File: src/include/chain_host_pkg.sv
// Purpose: constants and types for the codec chain host controller
// Assumes: 16-bit serial words, at most one master and seven slaves
// Notes: register offsets are byte addresses on the local command port
package chain_host_pkg;
	localparam int WORD_BITS = 16;
	localparam int SLOT_BITS = 3;
	localparam int MAX_SLOTS = 8;
	localparam int ADDR_BITS = 8;
	localparam int DATA_BITS = 32;

	// Register offsets
	localparam logic [7:0] OFF_CTRL = 8'h00;
	localparam logic [7:0] OFF_DIVIDERS = 8'h04;
	localparam logic [7:0] OFF_SEC_CMD = 8'h08;
	localparam logic [7:0] OFF_STATUS = 8'h0C;
	localparam logic [7:0] OFF_DELAY = 8'h10;
	// Word tables: 0x20..0x3C transmit, 0x40..0x5C receive
	localparam logic [2:0] SEL_TX_TABLE = 3'h1;
	localparam logic [2:0] SEL_RX_TABLE = 3'h2;

	// CTRL fields
	localparam int CTRL_SLAVES_LSB = 0;
	localparam int CTRL_SEC_REQ = 3;
	localparam int CTRL_TARGET_LSB = 4;
	localparam int CTRL_REPROG = 7;
	// STATUS fields
	localparam int ST_RX_NEW = 0;
	localparam int ST_CFG_ERR = 1;
	localparam int ST_SEC_BUSY = 2;
	localparam int ST_SLOT_LSB = 3;
	localparam int ST_RESYNC = 6;
	localparam int ST_TIMING_ERR = 7;
	localparam int ST_DELAY_ERR = 8;

	// Reset values
	localparam logic [7:0] RESET_DIV = 8'h12;
	localparam logic [7:0] RESET_DELAY = 8'h00;

	// Chain timing limits in shift clocks
	localparam logic [4:0] MIN_FRAME_SCLK = 5'h12;
	localparam logic [7:0] MIN_DELAY = 8'h12;
	localparam logic [15:0] SCLK_PER_SLOT_FACTOR = 16'h0048;
	localparam logic [15:0] REPROG_FACTOR = 16'h0090;
	localparam logic [1:0] REQ_BITS_ON = 2'h3;
	localparam logic [1:0] REQ_BITS_OFF = 2'h0;

	typedef enum logic {
		PH_IDLE,
		PH_SHIFT
	} phase_t;
endpackage

File: src/rtl/chain_host.sv
// Purpose: host side of a serial port shared by a master codec and its chained slaves
// Assumes: shift clock and frame sync are made by the master; the serial pins are asynchronous
// Notes: the host only follows the chain; it never drives the shift clock or frame sync
// Notes: a status read clears the receive, resync and timing flags, and an event in that cycle wins
// What this block does
// - A secondary request puts ones in both low bits of every primary word once the chain limit holds, with up to six slaves.
// - Track slot and slave count; a primary word with LSB zero is the master.
// - Each frame period lasts at least sixteen plus two shift clocks.
// - Divider values are one shared setting for every device.
// - Program one slave by requesting secondaries from all, using its secondary slot.
// - Request secondaries of all devices or none, each in its own primary frame.
// - Frame-sync falls are at least eighteen shift clocks apart.
// - All primary frames fit within half of the sampling period.
// - Device count stays within master clock over 144 times sample rate.
// - When slaves are reprogrammed the limit is 288 times sample rate.
// - Never program the delay setting with one through seventeen.
`timescale 1ns/1ns
`default_nettype none

module chain_host (
	input wire logic mclk_i, // System clock, 20 MHz
	input wire logic rst_n_i, // Synchronous reset, active low
	input wire logic [chain_host_pkg::ADDR_BITS-1:0] addr_i, // Command port address
	input wire logic [chain_host_pkg::DATA_BITS-1:0] wdata_i, // Command port write data
	input wire logic wr_i, // Write strobe
	input wire logic rd_i, // Read strobe
	output logic [chain_host_pkg::DATA_BITS-1:0] rdata_o, // Read data, cycle after strobe
	input wire logic shift_clock_i, // Shift clock from the master
	input wire logic frame_sync_pin_i, // Frame sync from the master, active low
	input wire logic dev_data_i, // Serial data from the devices
	output logic host_data_o // Serial data to the devices
);
	import chain_host_pkg::*;

	typedef struct packed {
		phase_t phase;
		logic [2:0] sclk_sy;
		logic [2:0] fs_sy;
		logic [1:0] dat_sy;
		logic [3:0] bit_cnt;
		logic [WORD_BITS-1:0] tx_sh;
		logic [WORD_BITS-1:0] rx_sh;
		logic [3:0] frame_idx;
		logic [3:0] cur_frame;
		logic sec_active;
		logic [4:0] gap_cnt;
		logic gap_valid;
		logic [SLOT_BITS-1:0] slave_count;
		logic sec_req;
		logic [SLOT_BITS-1:0] target;
		logic reprog;
		logic [7:0] div_a;
		logic [7:0] div_b;
		logic [WORD_BITS-1:0] sec_cmd;
		logic [7:0] delay_set;
		logic rx_new;
		logic timing_err;
		logic delay_err;
		logic resync;
		logic [MAX_SLOTS-1:0][WORD_BITS-1:0] tx_mem;
		logic [MAX_SLOTS-1:0][WORD_BITS-1:0] rx_mem;
		logic [DATA_BITS-1:0] rdata;
		logic host_data;
	} ctl_state_t;

	ctl_state_t s;
	ctl_state_t next_s;

	// ==========================================================
	// Derived conditions
	logic sclk_rise;
	logic sclk_fall;
	logic fs_fall;
	logic [3:0] devices;
	logic [3:0] total_frames;
	logic [15:0] div_product;
	logic [15:0] slot_budget;
	logic cfg_err;
	logic is_primary;
	logic [3:0] sec_slot;
	logic [WORD_BITS-1:0] frame_word;
	logic [2:0] sel;
	logic [SLOT_BITS-1:0] tbl_idx;
	// Events of this cycle, kept apart so a status read cannot lose them
	logic rx_set;
	logic resync_set;
	logic terr_set;
	// Gap including a shift clock rise seen in the same cycle as the fall
	logic [5:0] gap_now;

	always_comb begin
		sclk_rise = s.sclk_sy[1] & ~s.sclk_sy[2];
		sclk_fall = ~s.sclk_sy[1] & s.sclk_sy[2];
		fs_fall = ~s.fs_sy[1] & s.fs_sy[2];
		devices = {1'b0, s.slave_count} + 4'h1;
		total_frames = s.sec_active ? {devices[2:0], 1'b0} : devices;
		// Shift clocks to first secondary are A*B/4; all primaries of 18 each must fit
		div_product = s.div_a * s.div_b;
		slot_budget = 16'(devices) * (s.reprog ? REPROG_FACTOR : SCLK_PER_SLOT_FACTOR);
		cfg_err = slot_budget > div_product;
		is_primary = s.frame_idx < devices;
		sec_slot = s.frame_idx - devices;
		// Frame sync falls on a shift clock rise; count that rise too
		gap_now = {1'b0, s.gap_cnt} + {5'h00, sclk_rise};
	end

	// ==========================================================
	// Word chosen for the frame that is starting
	always_comb begin
		frame_word = 16'h0000;
		if (is_primary) begin
			// Request bits are the same for every device of the sample
			frame_word = {s.tx_mem[s.frame_idx[2:0]][WORD_BITS-1:2],
				(s.sec_active || (s.frame_idx == 4'h0 && s.sec_req && !cfg_err))
				? REQ_BITS_ON : REQ_BITS_OFF};
		end else if (sec_slot[2:0] == s.target) begin
			frame_word = s.sec_cmd;
		end
	end

	// ==========================================================
	// Next state
	always_comb begin
		next_s = s;
		rx_set = 1'b0;
		resync_set = 1'b0;
		terr_set = 1'b0;
		sel = addr_i[7:5];
		tbl_idx = addr_i[4:2];
		// First stage feeds only the second; edges compare stages two and three
		next_s.sclk_sy = {s.sclk_sy[1:0], shift_clock_i};
		next_s.fs_sy = {s.fs_sy[1:0], frame_sync_pin_i};
		next_s.dat_sy = {s.dat_sy[0], dev_data_i};

		if (sclk_rise && s.gap_cnt != 5'h1F) begin
			next_s.gap_cnt = s.gap_cnt + 5'h01;
		end

		unique case (s.phase)
			PH_IDLE: begin
				if (fs_fall) begin
					// Exactly eighteen shift clocks apart is legal
					if (s.gap_valid && gap_now < {1'b0, MIN_FRAME_SCLK}) begin
						next_s.timing_err = 1'b1;
						terr_set = 1'b1;
					end
					next_s.gap_cnt = 5'h00;
					next_s.gap_valid = 1'b1;
					if (s.frame_idx == 4'h0) begin
						// Decide once per sample so all devices agree
						next_s.sec_active = s.sec_req && !cfg_err;
						if (s.sec_req && !cfg_err) begin
							next_s.sec_req = 1'b0;
						end
					end
					next_s.cur_frame = s.frame_idx;
					next_s.host_data = frame_word[WORD_BITS-1];
					next_s.tx_sh = {frame_word[WORD_BITS-2:0], 1'b0};
					next_s.bit_cnt = 4'h0;
					next_s.phase = PH_SHIFT;
				end
			end
			PH_SHIFT: begin
				if (sclk_rise) begin
					next_s.host_data = s.tx_sh[WORD_BITS-1];
					next_s.tx_sh = {s.tx_sh[WORD_BITS-2:0], 1'b0};
				end
				if (sclk_fall) begin
					next_s.rx_sh = {s.rx_sh[WORD_BITS-2:0], s.dat_sy[1]};
					next_s.bit_cnt = s.bit_cnt + 4'h1;
					if (s.bit_cnt == 4'hF) begin
						next_s.phase = PH_IDLE;
						next_s.rx_new = 1'b1;
						rx_set = 1'b1;
						next_s.rx_mem[s.cur_frame[2:0]] = {s.rx_sh[WORD_BITS-2:0], s.dat_sy[1]};
						if (s.cur_frame < devices && s.dat_sy[1] == 1'b0) begin
							// Master answers with LSB low: restart slot count here
							next_s.frame_idx = 4'h1;
							next_s.rx_mem[3'h0] = {s.rx_sh[WORD_BITS-2:0], s.dat_sy[1]};
							if (s.cur_frame != 4'h0) begin
								next_s.resync = 1'b1;
								resync_set = 1'b1;
							end
						end else if (s.cur_frame + 4'h1 >= total_frames) begin
							next_s.frame_idx = 4'h0;
							next_s.sec_active = 1'b0;
						end else begin
							next_s.frame_idx = s.cur_frame + 4'h1;
						end
					end
				end
			end
		endcase

		// ==========================================================
		// Command port writes
		next_s.rdata = '0;
		if (wr_i) begin
			if (addr_i == OFF_CTRL) begin
				next_s.slave_count = wdata_i[CTRL_SLAVES_LSB +: SLOT_BITS];
				next_s.sec_req = wdata_i[CTRL_SEC_REQ];
				next_s.target = wdata_i[CTRL_TARGET_LSB +: SLOT_BITS];
				next_s.reprog = wdata_i[CTRL_REPROG];
			end else if (addr_i == OFF_DIVIDERS) begin
				next_s.div_a = wdata_i[7:0];
				next_s.div_b = wdata_i[15:8];
			end else if (addr_i == OFF_SEC_CMD) begin
				next_s.sec_cmd = wdata_i[WORD_BITS-1:0];
			end else if (addr_i == OFF_DELAY) begin
				if (wdata_i[7:0] != 8'h00 && wdata_i[7:0] < MIN_DELAY) begin
					next_s.delay_err = 1'b1;
				end else begin
					next_s.delay_set = wdata_i[7:0];
					next_s.delay_err = 1'b0;
				end
			end else if (sel == SEL_TX_TABLE) begin
				next_s.tx_mem[tbl_idx] = wdata_i[WORD_BITS-1:0];
			end
		end

		// ==========================================================
		// Command port reads
		if (rd_i) begin
			if (addr_i == OFF_CTRL) begin
				next_s.rdata[CTRL_SLAVES_LSB +: SLOT_BITS] = s.slave_count;
				next_s.rdata[CTRL_SEC_REQ] = s.sec_req;
				next_s.rdata[CTRL_TARGET_LSB +: SLOT_BITS] = s.target;
				next_s.rdata[CTRL_REPROG] = s.reprog;
			end else if (addr_i == OFF_DIVIDERS) begin
				next_s.rdata[15:0] = {s.div_b, s.div_a};
			end else if (addr_i == OFF_SEC_CMD) begin
				next_s.rdata[WORD_BITS-1:0] = s.sec_cmd;
			end else if (addr_i == OFF_STATUS) begin
				next_s.rdata[ST_RX_NEW] = s.rx_new;
				next_s.rdata[ST_CFG_ERR] = cfg_err;
				next_s.rdata[ST_SEC_BUSY] = s.sec_active;
				next_s.rdata[ST_SLOT_LSB +: SLOT_BITS] = s.frame_idx[2:0];
				next_s.rdata[ST_RESYNC] = s.resync;
				next_s.rdata[ST_TIMING_ERR] = s.timing_err;
				next_s.rdata[ST_DELAY_ERR] = s.delay_err;
				// Reading clears; a same-cycle event keeps its flag
				next_s.rx_new = rx_set;
				next_s.resync = resync_set;
				next_s.timing_err = terr_set;
			end else if (addr_i == OFF_DELAY) begin
				next_s.rdata[7:0] = s.delay_set;
			end else if (sel == SEL_TX_TABLE) begin
				next_s.rdata[WORD_BITS-1:0] = s.tx_mem[tbl_idx];
			end else if (sel == SEL_RX_TABLE) begin
				next_s.rdata[WORD_BITS-1:0] = s.rx_mem[tbl_idx];
			end
		end
	end

	// ==========================================================
	// State register
	always_ff @(posedge mclk_i) begin
		if (!rst_n_i) begin
			s <= '0;
			s.phase <= PH_IDLE;
			s.sclk_sy <= 3'h7;
			s.fs_sy <= 3'h7;
			s.div_a <= RESET_DIV;
			s.div_b <= RESET_DIV;
			s.delay_set <= RESET_DELAY;
		end else begin
			s <= next_s;
		end
	end

	assign rdata_o = s.rdata;
	assign host_data_o = s.host_data;

endmodule // chain_host

`default_nettype wire

File: config.mk
export PLATFORM = sky130hd
export DESIGN_NAME = chain_host
export DESIGN_NICKNAME = d
export VERILOG_FILES = /design/src/include/chain_host_pkg.sv /design/src/rtl/chain_host.sv
export SDC_FILE = /design/constraint.sdc
export NUM_CORES = 1
export LEC_CHECK = 0
export CORE_ASPECT_RATIO = 0.8
export CORE_UTILIZATION = 60
export CTS_BUF_LIST = sky130_fd_sc_hd__clkbuf_16
export DETAILED_ROUTE_END_ITERATION = 10
export DONT_BUFFER_PORTS = 1
export HOLD_SLACK_MARGIN = 0.12
export MAX_ROUTING_LAYER = met4
export PLACE_DENSITY = 0.76
export SYNTH_ARGS = -nofsm -noshare
export SYNTH_HDL_FRONTEND = slang
export SYNTH_SLANG_ARGS = --single-unit
File: constraint.sdc
create_clock -name mclk_i -period 13.4 [get_ports mclk_i]
set_input_delay 1.34 -clock mclk_i [delete_from_list [all_inputs] [get_ports mclk_i]]
set_output_delay 1.34 -clock mclk_i [all_outputs]
set_load 0.02 [all_outputs]
### Word-level counts from Yosys, hierarchy flattened

Cells that the tools add are included.

* register bits after elaboration: 401
* input port bits: 47
* output and inout bits: 33

* add/sub/neg operators: 6
* multipliers: 2
* order comparisons: 11
* equal/unequal tests: 16
* muxes and demuxes: 95
* bitwise logic cells: 15
* reduce and logical (&&, ||, !) cells: 29

Operator list (number)
* $bwmux 128: 2
* $mux 16: 15
* $bmux 16 s3: 3
* $demux 16 s3: 2
* $mux 8: 8
* $mux 48: 1
* $mux 1: 42
* $mux 40: 1
* $pmux 20 s2: 1
* $mux 24: 1
* $mux 20: 1
* $reduce_and 6->1: 3
* $eq 8x4->1 const B: 2
* $gt 12x16->1: 1
* $mul 8x8->16: 1
* $mux 4: 4
* $lt 3x4->1 const B: 3
* $mul 4x8->12: 1
* $mux 2: 6
* $not 1->1: 12
* $reduce_and 2->1: 6
* $mux 11: 1
* $logic_and 1x1->1: 9
* $mux 9: 1
* 34 further kinds: 47

### Longest topological paths before layout

Gate-level depths: netlist of run 1.

* depth after elaboration: 13
* mapped depth: 23

### Worst setup path before layout of run 1

No wires, ideal clock.

* kind: register -> register
* start: register s[324] (netlist name)
* end: register s (netlist bit rdata_o[1])
* library setup time: 79 ps
* data arrival time: 5534 ps
* required time: 13321 ps
* path slack: 7786 ps
* stages on the path, launching flop included: 23
* path buffers: 1
* path through: dfxtp_1 > clkbuf_1 > nand2_1 > fa_1 > fa_1 > inv_1 > fa_1 > inv_1 > fa_1 > inv_1 > ha_1 > a21o_1 > a221oi_2 > o21ai_0 > xnor2_1 > ha_1 > nand4_1 > nor2_1 > and2_1 > o41ai_1 > or3_4 > or3_1 > a211oi_2

* word-level cells in the longest chain between the ends: 6

RTL lines
* from (decl): RTL line chain_host.sv:66 `ctl_state_t s;`
* from (signal assigned): RTL line chain_host.sv:267 `s <= next_s;`
* $mul 8x8->16: RTL line chain_host.sv:98 `div_product = s.div_a * s.div_b;`
* $gt 12x16->1: RTL line chain_host.sv:100 `cfg_err = slot_budget > div_product;`
* $mux 9: RTL line chain_host.sv:233 `end else if (addr_i == OFF_STATUS) begin`
* $mux 16: RTL line chain_host.sv:231 `end else if (addr_i == OFF_SEC_CMD) begin`
* $mux 16: RTL line chain_host.sv:229 `end else if (addr_i == OFF_DIVIDERS) begin`
* $mux 8: RTL line chain_host.sv:224 `if (addr_i == OFF_CTRL) begin`

No other way between the ends.
A chain may end at the register's enable or synchronous reset.

### Worst setup path in the final report of run 1

Ends and elaborated chain as after synthesis.

==> results of run 1 <==
[per-layer routing]
metal	part of all wire [%]	routed length [µm]	global-route usage, %
met4	3.5	2010	12.8
met2	45	25900	49.7
met5	0	0	-
met3	10	5950	5.50
met1	42	24100	45.7
[worst min-delay path by stage]
stage | startpoint | endpoint | slack (ns)
floorplan | next_s[395] | next_s[396] | 0.39
global placement | next_s[395] | next_s[396] | 0.41
detailed placement | next_s[395] | next_s[396] | 0.41
CTS | next_s[398] | next_s[399] | 0.43
global route | next_s[398] | next_s[399] | 0.44
finish | next_s[398] | next_s[399] | 0.42
[sequential cells by signal, summed over array words and instances (netlist names)]
signal and cells:
host_data_o 1, next_s 5, rdata_o 16, s 361
[per-stage QoR]
| step | cell area (µm²) | hold WS [ns] | util (%) | cells | setup slack (ns) |
|---|---|---|---|---|---|
| after floorplan | 21200 | 0.386 | - | 2440 | 7.79 |
| after global placement | 21000 | 0.411 | 60.5 | 2708 | 7.28 |
| after detailed placement | 21000 | 0.405 | 60.5 | 2708 | 7.21 |
| after CTS | 22300 | 0.432 | 64.2 | 2778 | 7.19 |
| after global routing | 22300 | 0.440 | 64.2 | 2779 | 6.84 |
| final | 22300 | 0.423 | 64.2 | 2779 | 7.13 |
[synth_stat cells (all sizes together), types with 14 or more instances]
| master | number | area [µm²] |
|---|---|---|
| a21boi | 291 | 2180 |
| a21oi | 56 | 284 |
| a311oi | 14 | 123 |
| and2 | 72 | 450 |
| buf | 68 | 423 |
| clkbuf | 151 | 567 |
| dfxtp | 383 | 7670 |
| fa | 38 | 761 |
| ha | 68 | 851 |
| inv | 65 | 244 |
| mux2i | 69 | 691 |
| mux4 | 92 | 2070 |
| nand2 | 693 | 2600 |
| nand3 | 27 | 135 |
| nor2 | 80 | 303 |
| nor2b | 41 | 257 |
| o21ai | 35 | 175 |
| o22ai | 15 | 93.8 |
[final cells by class]
cell class	instances	area, µm²
Multi-Input combinational cell	1773	12400
Fill cell	2854	12400
Tap cell	472	591
Sequential cell	383	7670
Clock buffer	40	1000
Timing Repair Buffer	15	113
Inverter	65	244
Clock inverter	30	275
Antenna cell	1	2.50
[power by group through the flow]
stage	logic [W]	clock network, W	registers, W
2_1_floorplan	0.0000847	0	0.00117
3_3_place_gp	0.0000597	0	0.00117
3_5_place_dp	0.0000604	0	0.00117
4_1_cts	0.0000606	0.00111	0.00115
5_1_grt	0.0000650	0.00117	0.00115
6_report	0.0000620	0.00111	0.00115
[cell families (layout without fill, tap and decap cells)]
family	Yosys count	in the layout	share of synthesized area [%]
simple gates	969	969	19.5
compound gates	491	491	16.6
flops	383	383	36.2
buf+inv	284	150	5.83
mux	166	166	13.3
fa+ha+maj	106	106	7.61
xor+xnor	22	22	0.910
other cells	2	20	0.0355
==> flow_summary.toml, run 1 <==
[synthesis]
ys_ff_latch = 383
synth_edf_count = 0
synth_cells = 2423
synth_ff_type = "dfxtp_1"
synth-seq-area-share_pct = 36.2
yosys_warnings = 0
postSynthAreaPerCell_um2 = 8.74
syn-cell-area_mm2 = 0.0212
async_flop_share_pct = 0
yosysUniqueCellTypes = 69

[power]
cellLeakagePower_nw = 7.94
switching_share_pct = 21.7
power_density_mw_per_mm2 = 104
power_w = 0.00232
ir_drop_uv = 87.9
combPwrFrac_pct = 2.7
p_switching_w = 0.000503
clock_power_share_pct = 47.9
seqPwrFrac_pct = 49.5
internal-power_w = 0.00181

[setup_path]
path_delay_family = "adder cells"
r2r_cells = 21
reg2reg_slack_ns = 7.13
crit_buf_inv = 3
timing.rr.start = "s[324]"
critPathMaxFanout = 10
end_kind = "flop"
worstSetupEndpoint = "rdata_o[1]"
cp.depth = 21
startpoint = "s[324]"
crit_arrival_ns = 6.70
cp_slowest_stage_delay_ns = 0.56
r2r-end = "rdata_o[1]"
crit_path_top_delay_cell = "dfxtp_1"
crit_top_cell = "fa_1"
worstPathCellList = "nand2_1 > fa_1 > fa_1 > inv_1 > fa_1 > inv_1 > fa_1 > inv_1 > ha_1 > a21o_1 > a221oi_2 > o21ai_0 > xnor2_1 > ha_1 > nand4_1 > nor2_1 > and2_1 > o41ai_1 > or3_4 > or3_1 > a211oi_2"
critPathKind = "flop to flop"
cp-start-kind = "flop"
crit_required_ns = 13.84

[run_status]
outcome = "finished, final reports clean"

[global_route]
grt_pass1_vias = 16300
grt_pass1_wl_um = 90800
grt_util_all_layers_pct = 33.4
overflow = 0
antenna_found_initial = 1
grt_max_degree = 368

[clock_network]
cts_buffer_depth = 3
cts_htree_levels = 2
clock_sinks = 383
clk_pin_slew_ns = 0.07
cts_tree = "built"
cts_resized = 0
numCtsBuffers = 40
hold_buffers = 0
clkLatencyLatePin_ns = 0.55
cts_root_buffer = "clkbuf_16"
post-cts-setup-buffer-count = 0

[drt]
vias = 17200
wl_per_cell_um = 20.9
viasPerCell = 6.18
ant_nets = 0
first_pass_iters = 6
drt_iter0_markers = 1911
drc = 0
drt_wl_total_um = 57900

[die]
die-area_mm2 = 0.0361
std_cell_rows = 61
fp.dieH_um = 170
die_w_um = 212
start_util_pct = 61.0
io_pins = 80
coreArea_mm2 = 0.0347

[place]
hpwlAfterDp_um = 36500
portBuffers = 0
gp_congestion = 0.900

[timing]
finalSetupTns_ns = 0
slew_headroom_pct = 19.6
setup_viol = 0
fmax_ghz = 0.160
rsz0062_at_grt = "no"
maxSlewViolCount = 0
tightest_slew_ns = 1.20
period_share_pct = 46.8
fin_crit_ns = 6.27
fin_skew_ns = 0.0236
hold_violations = 0

[min_path]
holdPathStages = 1
hp-class = "flop to flop"

[run]
drv_cap = 0

[layout]
area_growth_pct = 5.29
final_cell_mix = "nand2_1, dfxtp_1, a21boi_0"
final_nets = 2431
drive_gt1_share_pct = 8.37
final_common_cell = "nand2_1"
(Power assumes the default switching activity.)
==> inputs of run 2 (changes only) <==
- ABC_AREA: not set -> 1
- CORE_UTILIZATION: 60 -> 58
- clock period: 13.4 -> 5.5 ns (I/O delays scaled with it)
==> flow_summary.toml, run 2 <==
[drt]
drt_iter0_markers = 2922
first_pass_iters = 8
top_layer = "met4"
met2WireLength_um = 26600
viasPerCell = 6.08
drc = 0
routed-wl-met3_um = 7450
ant_nets = 0
vias = 19100
wl_per_cell_um = 19.6
drt_wl_total_um = 61600
met1_length_um = 25700

[synthesis]
async_flop_share_pct = 0
yosys_warnings = 0
synth_cells = 2780
synth_most_common_cell = "o21ai_0"
synth_largest_area_cell = "dfxtp_1"
ys_top_cells_by_area = "dfxtp_1, o21ai_0, a21oi_1, nand2_1, inv_1"
synth_edf_count = 0
synth_ff_type = "dfxtp_1"
synth-seq-area-share_pct = 38.0
synth_top_area_share_pct = 38.0
yosysUniqueCellTypes = 53
ys_ff_latch = 383
syn-cell-area_mm2 = 0.0202
postSynthAreaPerCell_um2 = 7.27
synthTopCellsByCount = "o21ai_0, dfxtp_1, nand2_1, a21oi_1, inv_1"

[clock_network]
cts_tree = "built"
cts_htree_levels = 2
cts_root_buffer = "clkbuf_16"
numCtsBuffers = 39
clock_sinks = 383
cts_buffer_depth = 3
clk_pin_slew_ns = 0.06
clkLatencyLatePin_ns = 0.55
post-cts-setup-buffer-count = 0

[global_route]
grt_max_degree = 321
grt_pass1_vias = 17500
overflow = 0
grt_util_all_layers_pct = 35.2
antenna_found_initial = 0
grt_pass1_wl_um = 96500

[power]
combPwrFrac_pct = 4.9
ir_drop_uv = 258
switching_share_pct = 24.3
p_switching_w = 0.00136
clock_power_share_pct = 45.0
power_density_mw_per_mm2 = 264
cellLeakagePower_nw = 8.80
internal-power_w = 0.00425
seqPwrFrac_pct = 50.1

[setup_path]
crit_path_top_delay_cell = "fa_1"
crit_top_cell = "nand2_1"
path_delay_family = "adder cells"
critPathMaxFanout = 4
crit_arrival_ns = 5.64
critPathKind = "flop to flop"
cp-start-kind = "flop"
end_kind = "flop"
crit_required_ns = 5.90
crit_buf_inv = 3
cp_slowest_stage_delay_ns = 0.57

[timing]
fin_crit_ns = 5.24
finalSetupTns_ns = 0
slew_headroom_pct = 23.2
rsz0062_at_grt = "no"
fmax_ghz = 0.191
hold_violations = 0
hold_slack_ns = 0.135
period_share_pct = 95.3
setup_viol = 0
maxSlewViolCount = 0
setup_ws_ns = 0.260
tightest_slew_ns = 1.15
fin_skew_ns = 0.0263

[die]
std_cell_rows = 60
die_w_um = 211
coreArea_mm2 = 0.0339
fp.dieH_um = 169
start_util_pct = 59.5
die-area_mm2 = 0.0356
io_pins = 80

[layout]
largest_reg_flops = 361
final_cell_mix = "o21ai_0, dfxtp_1, nand2_1"
top_register = "s"
regArea_mm2 = 0.00769
drive_gt1_share_pct = 5.20
final_common_cell = "o21ai_0"
final_area_mm2 = 0.0213
multi_input_area_mm2 = 0.0103
antenna_cells = 0
area_growth_pct = 5.23
nFillCells = 3089
fin_util_pct = 62.6
final_nets = 2799

[run_status]
outcome = "finished, final reports clean"

[place]
post-place-ws_ns = 0.158
hpwlAfterDp_um = 39700
gp_congestion = 0.921
portBuffers = 0
post_dp_cell_area_mm2 = 0.0200

[min_path]
hp-class = "input port to flop"

[run]
drv_cap = 0
run 2: changes by cell type in the layout (fill, tap and decap cells not counted), moves of 69 or more:
cell      previous run  this run
nor2_1              73       266
inv_1               70       330
a21oi_1             55       326
and2_1              72         0
mux2i_1             69         0
o21ai_0             34       418
mux4_2              92         0
nand2_1            692       372
a21boi_0           290         0
run 2: final timing paths:
kind,slack [ns],to,startpoint,depth (start not counted)
max,0.26,s[373],s[326],25
min,0.13,s[271],wdata_i[14],2
max reg2reg,0.26,s[373],s[326],25
min reg2reg,0.40,next_s[396],next_s[395],1
run 2: per-stage QoR:
step / cells / power (W)
4_1_cts: 3138 / 0.00560
3_3_place_gp: 3066 / 0.00313
2_1_floorplan: 2797 / 0.00310
3_5_place_dp: 3066 / 0.00314
5_1_grt: 3138 / 0.00576
6_report: 3138 / 0.00561
run 2: kinds of logic (layout without fill, tap and decap cells):
logic type / count (synthesis) / in the layout / share of synthesized area [%]
AO/OA/AOI/OAI: 925 / 925 / 25.1
buffers and inverters: 564 / 440 / 11.6
AND/OR/NAND/NOR: 776 / 776 / 16.3
flip-flops: 383 / 383 / 38.0
other: 2 / 19 / 0.0372
adder cells (fa/ha/maj): 106 / 106 / 7.98
XOR/XNOR: 24 / 24 / 1.04
run 2: worst register-to-register path, stage by stage, from the launching register on:
cell     delay (ns)
dfxtp_1        0.40
nand2_1        0.10
fa_1           0.50
fa_1           0.57
inv_1          0.08
fa_1           0.55
inv_1          0.06
fa_1           0.53
inv_1          0.04
ha_1           0.35
nand2_1        0.11
nor2_1         0.19
a21oi_2        0.09
xor2_1         0.16
ha_1           0.31
nand2_1        0.08
nor2_2         0.15
nand3_1        0.09
nand3_1        0.10
nand2_1        0.05
nor2_1         0.13
nand3_1        0.16
nand2_1        0.12
nand2_1        0.08
nand2_1        0.07
a21oi_1        0.06
run 2: repair_timing:
action,4_1_cts,5_1_grt
setup endpoints to repair,0,5
gates resized for setup,0,16
hold endpoints to repair,6,0
hold buffers,4,0
run 2: final cells by class:
cell class / count / area share [%]
Clock buffer: 39 / 4.59
Clock inverter: 29 / 0.912
Inverter: 338 / 5.99
Multi-Input combinational cell: 1850 / 48.4
Sequential cell: 383 / 36.2
Tap cell: 465 / 2.74
Timing Repair Buffer: 34 / 1.25
run 2: per-layer routing:
layer	vias up	track usage (%)
met3	167	7.09
met1	8898	48.2
met4	0	12.3
met2	1086	51.5
li1	8931	-
met5	-	-
run 2: power by group through the flow:
| stage | logic [W] | registers, W | clock network (W) |
|---|---|---|---|
| CTS | 0.000264 | 0.00281 | 0.00253 |
| detailed placement | 0.000260 | 0.00288 | 0 |
| global route | 0.000295 | 0.00281 | 0.00265 |
| floorplan | 0.000240 | 0.00286 | 0 |
| global placement | 0.000254 | 0.00288 | 0 |
| finish | 0.000275 | 0.00281 | 0.00253 |
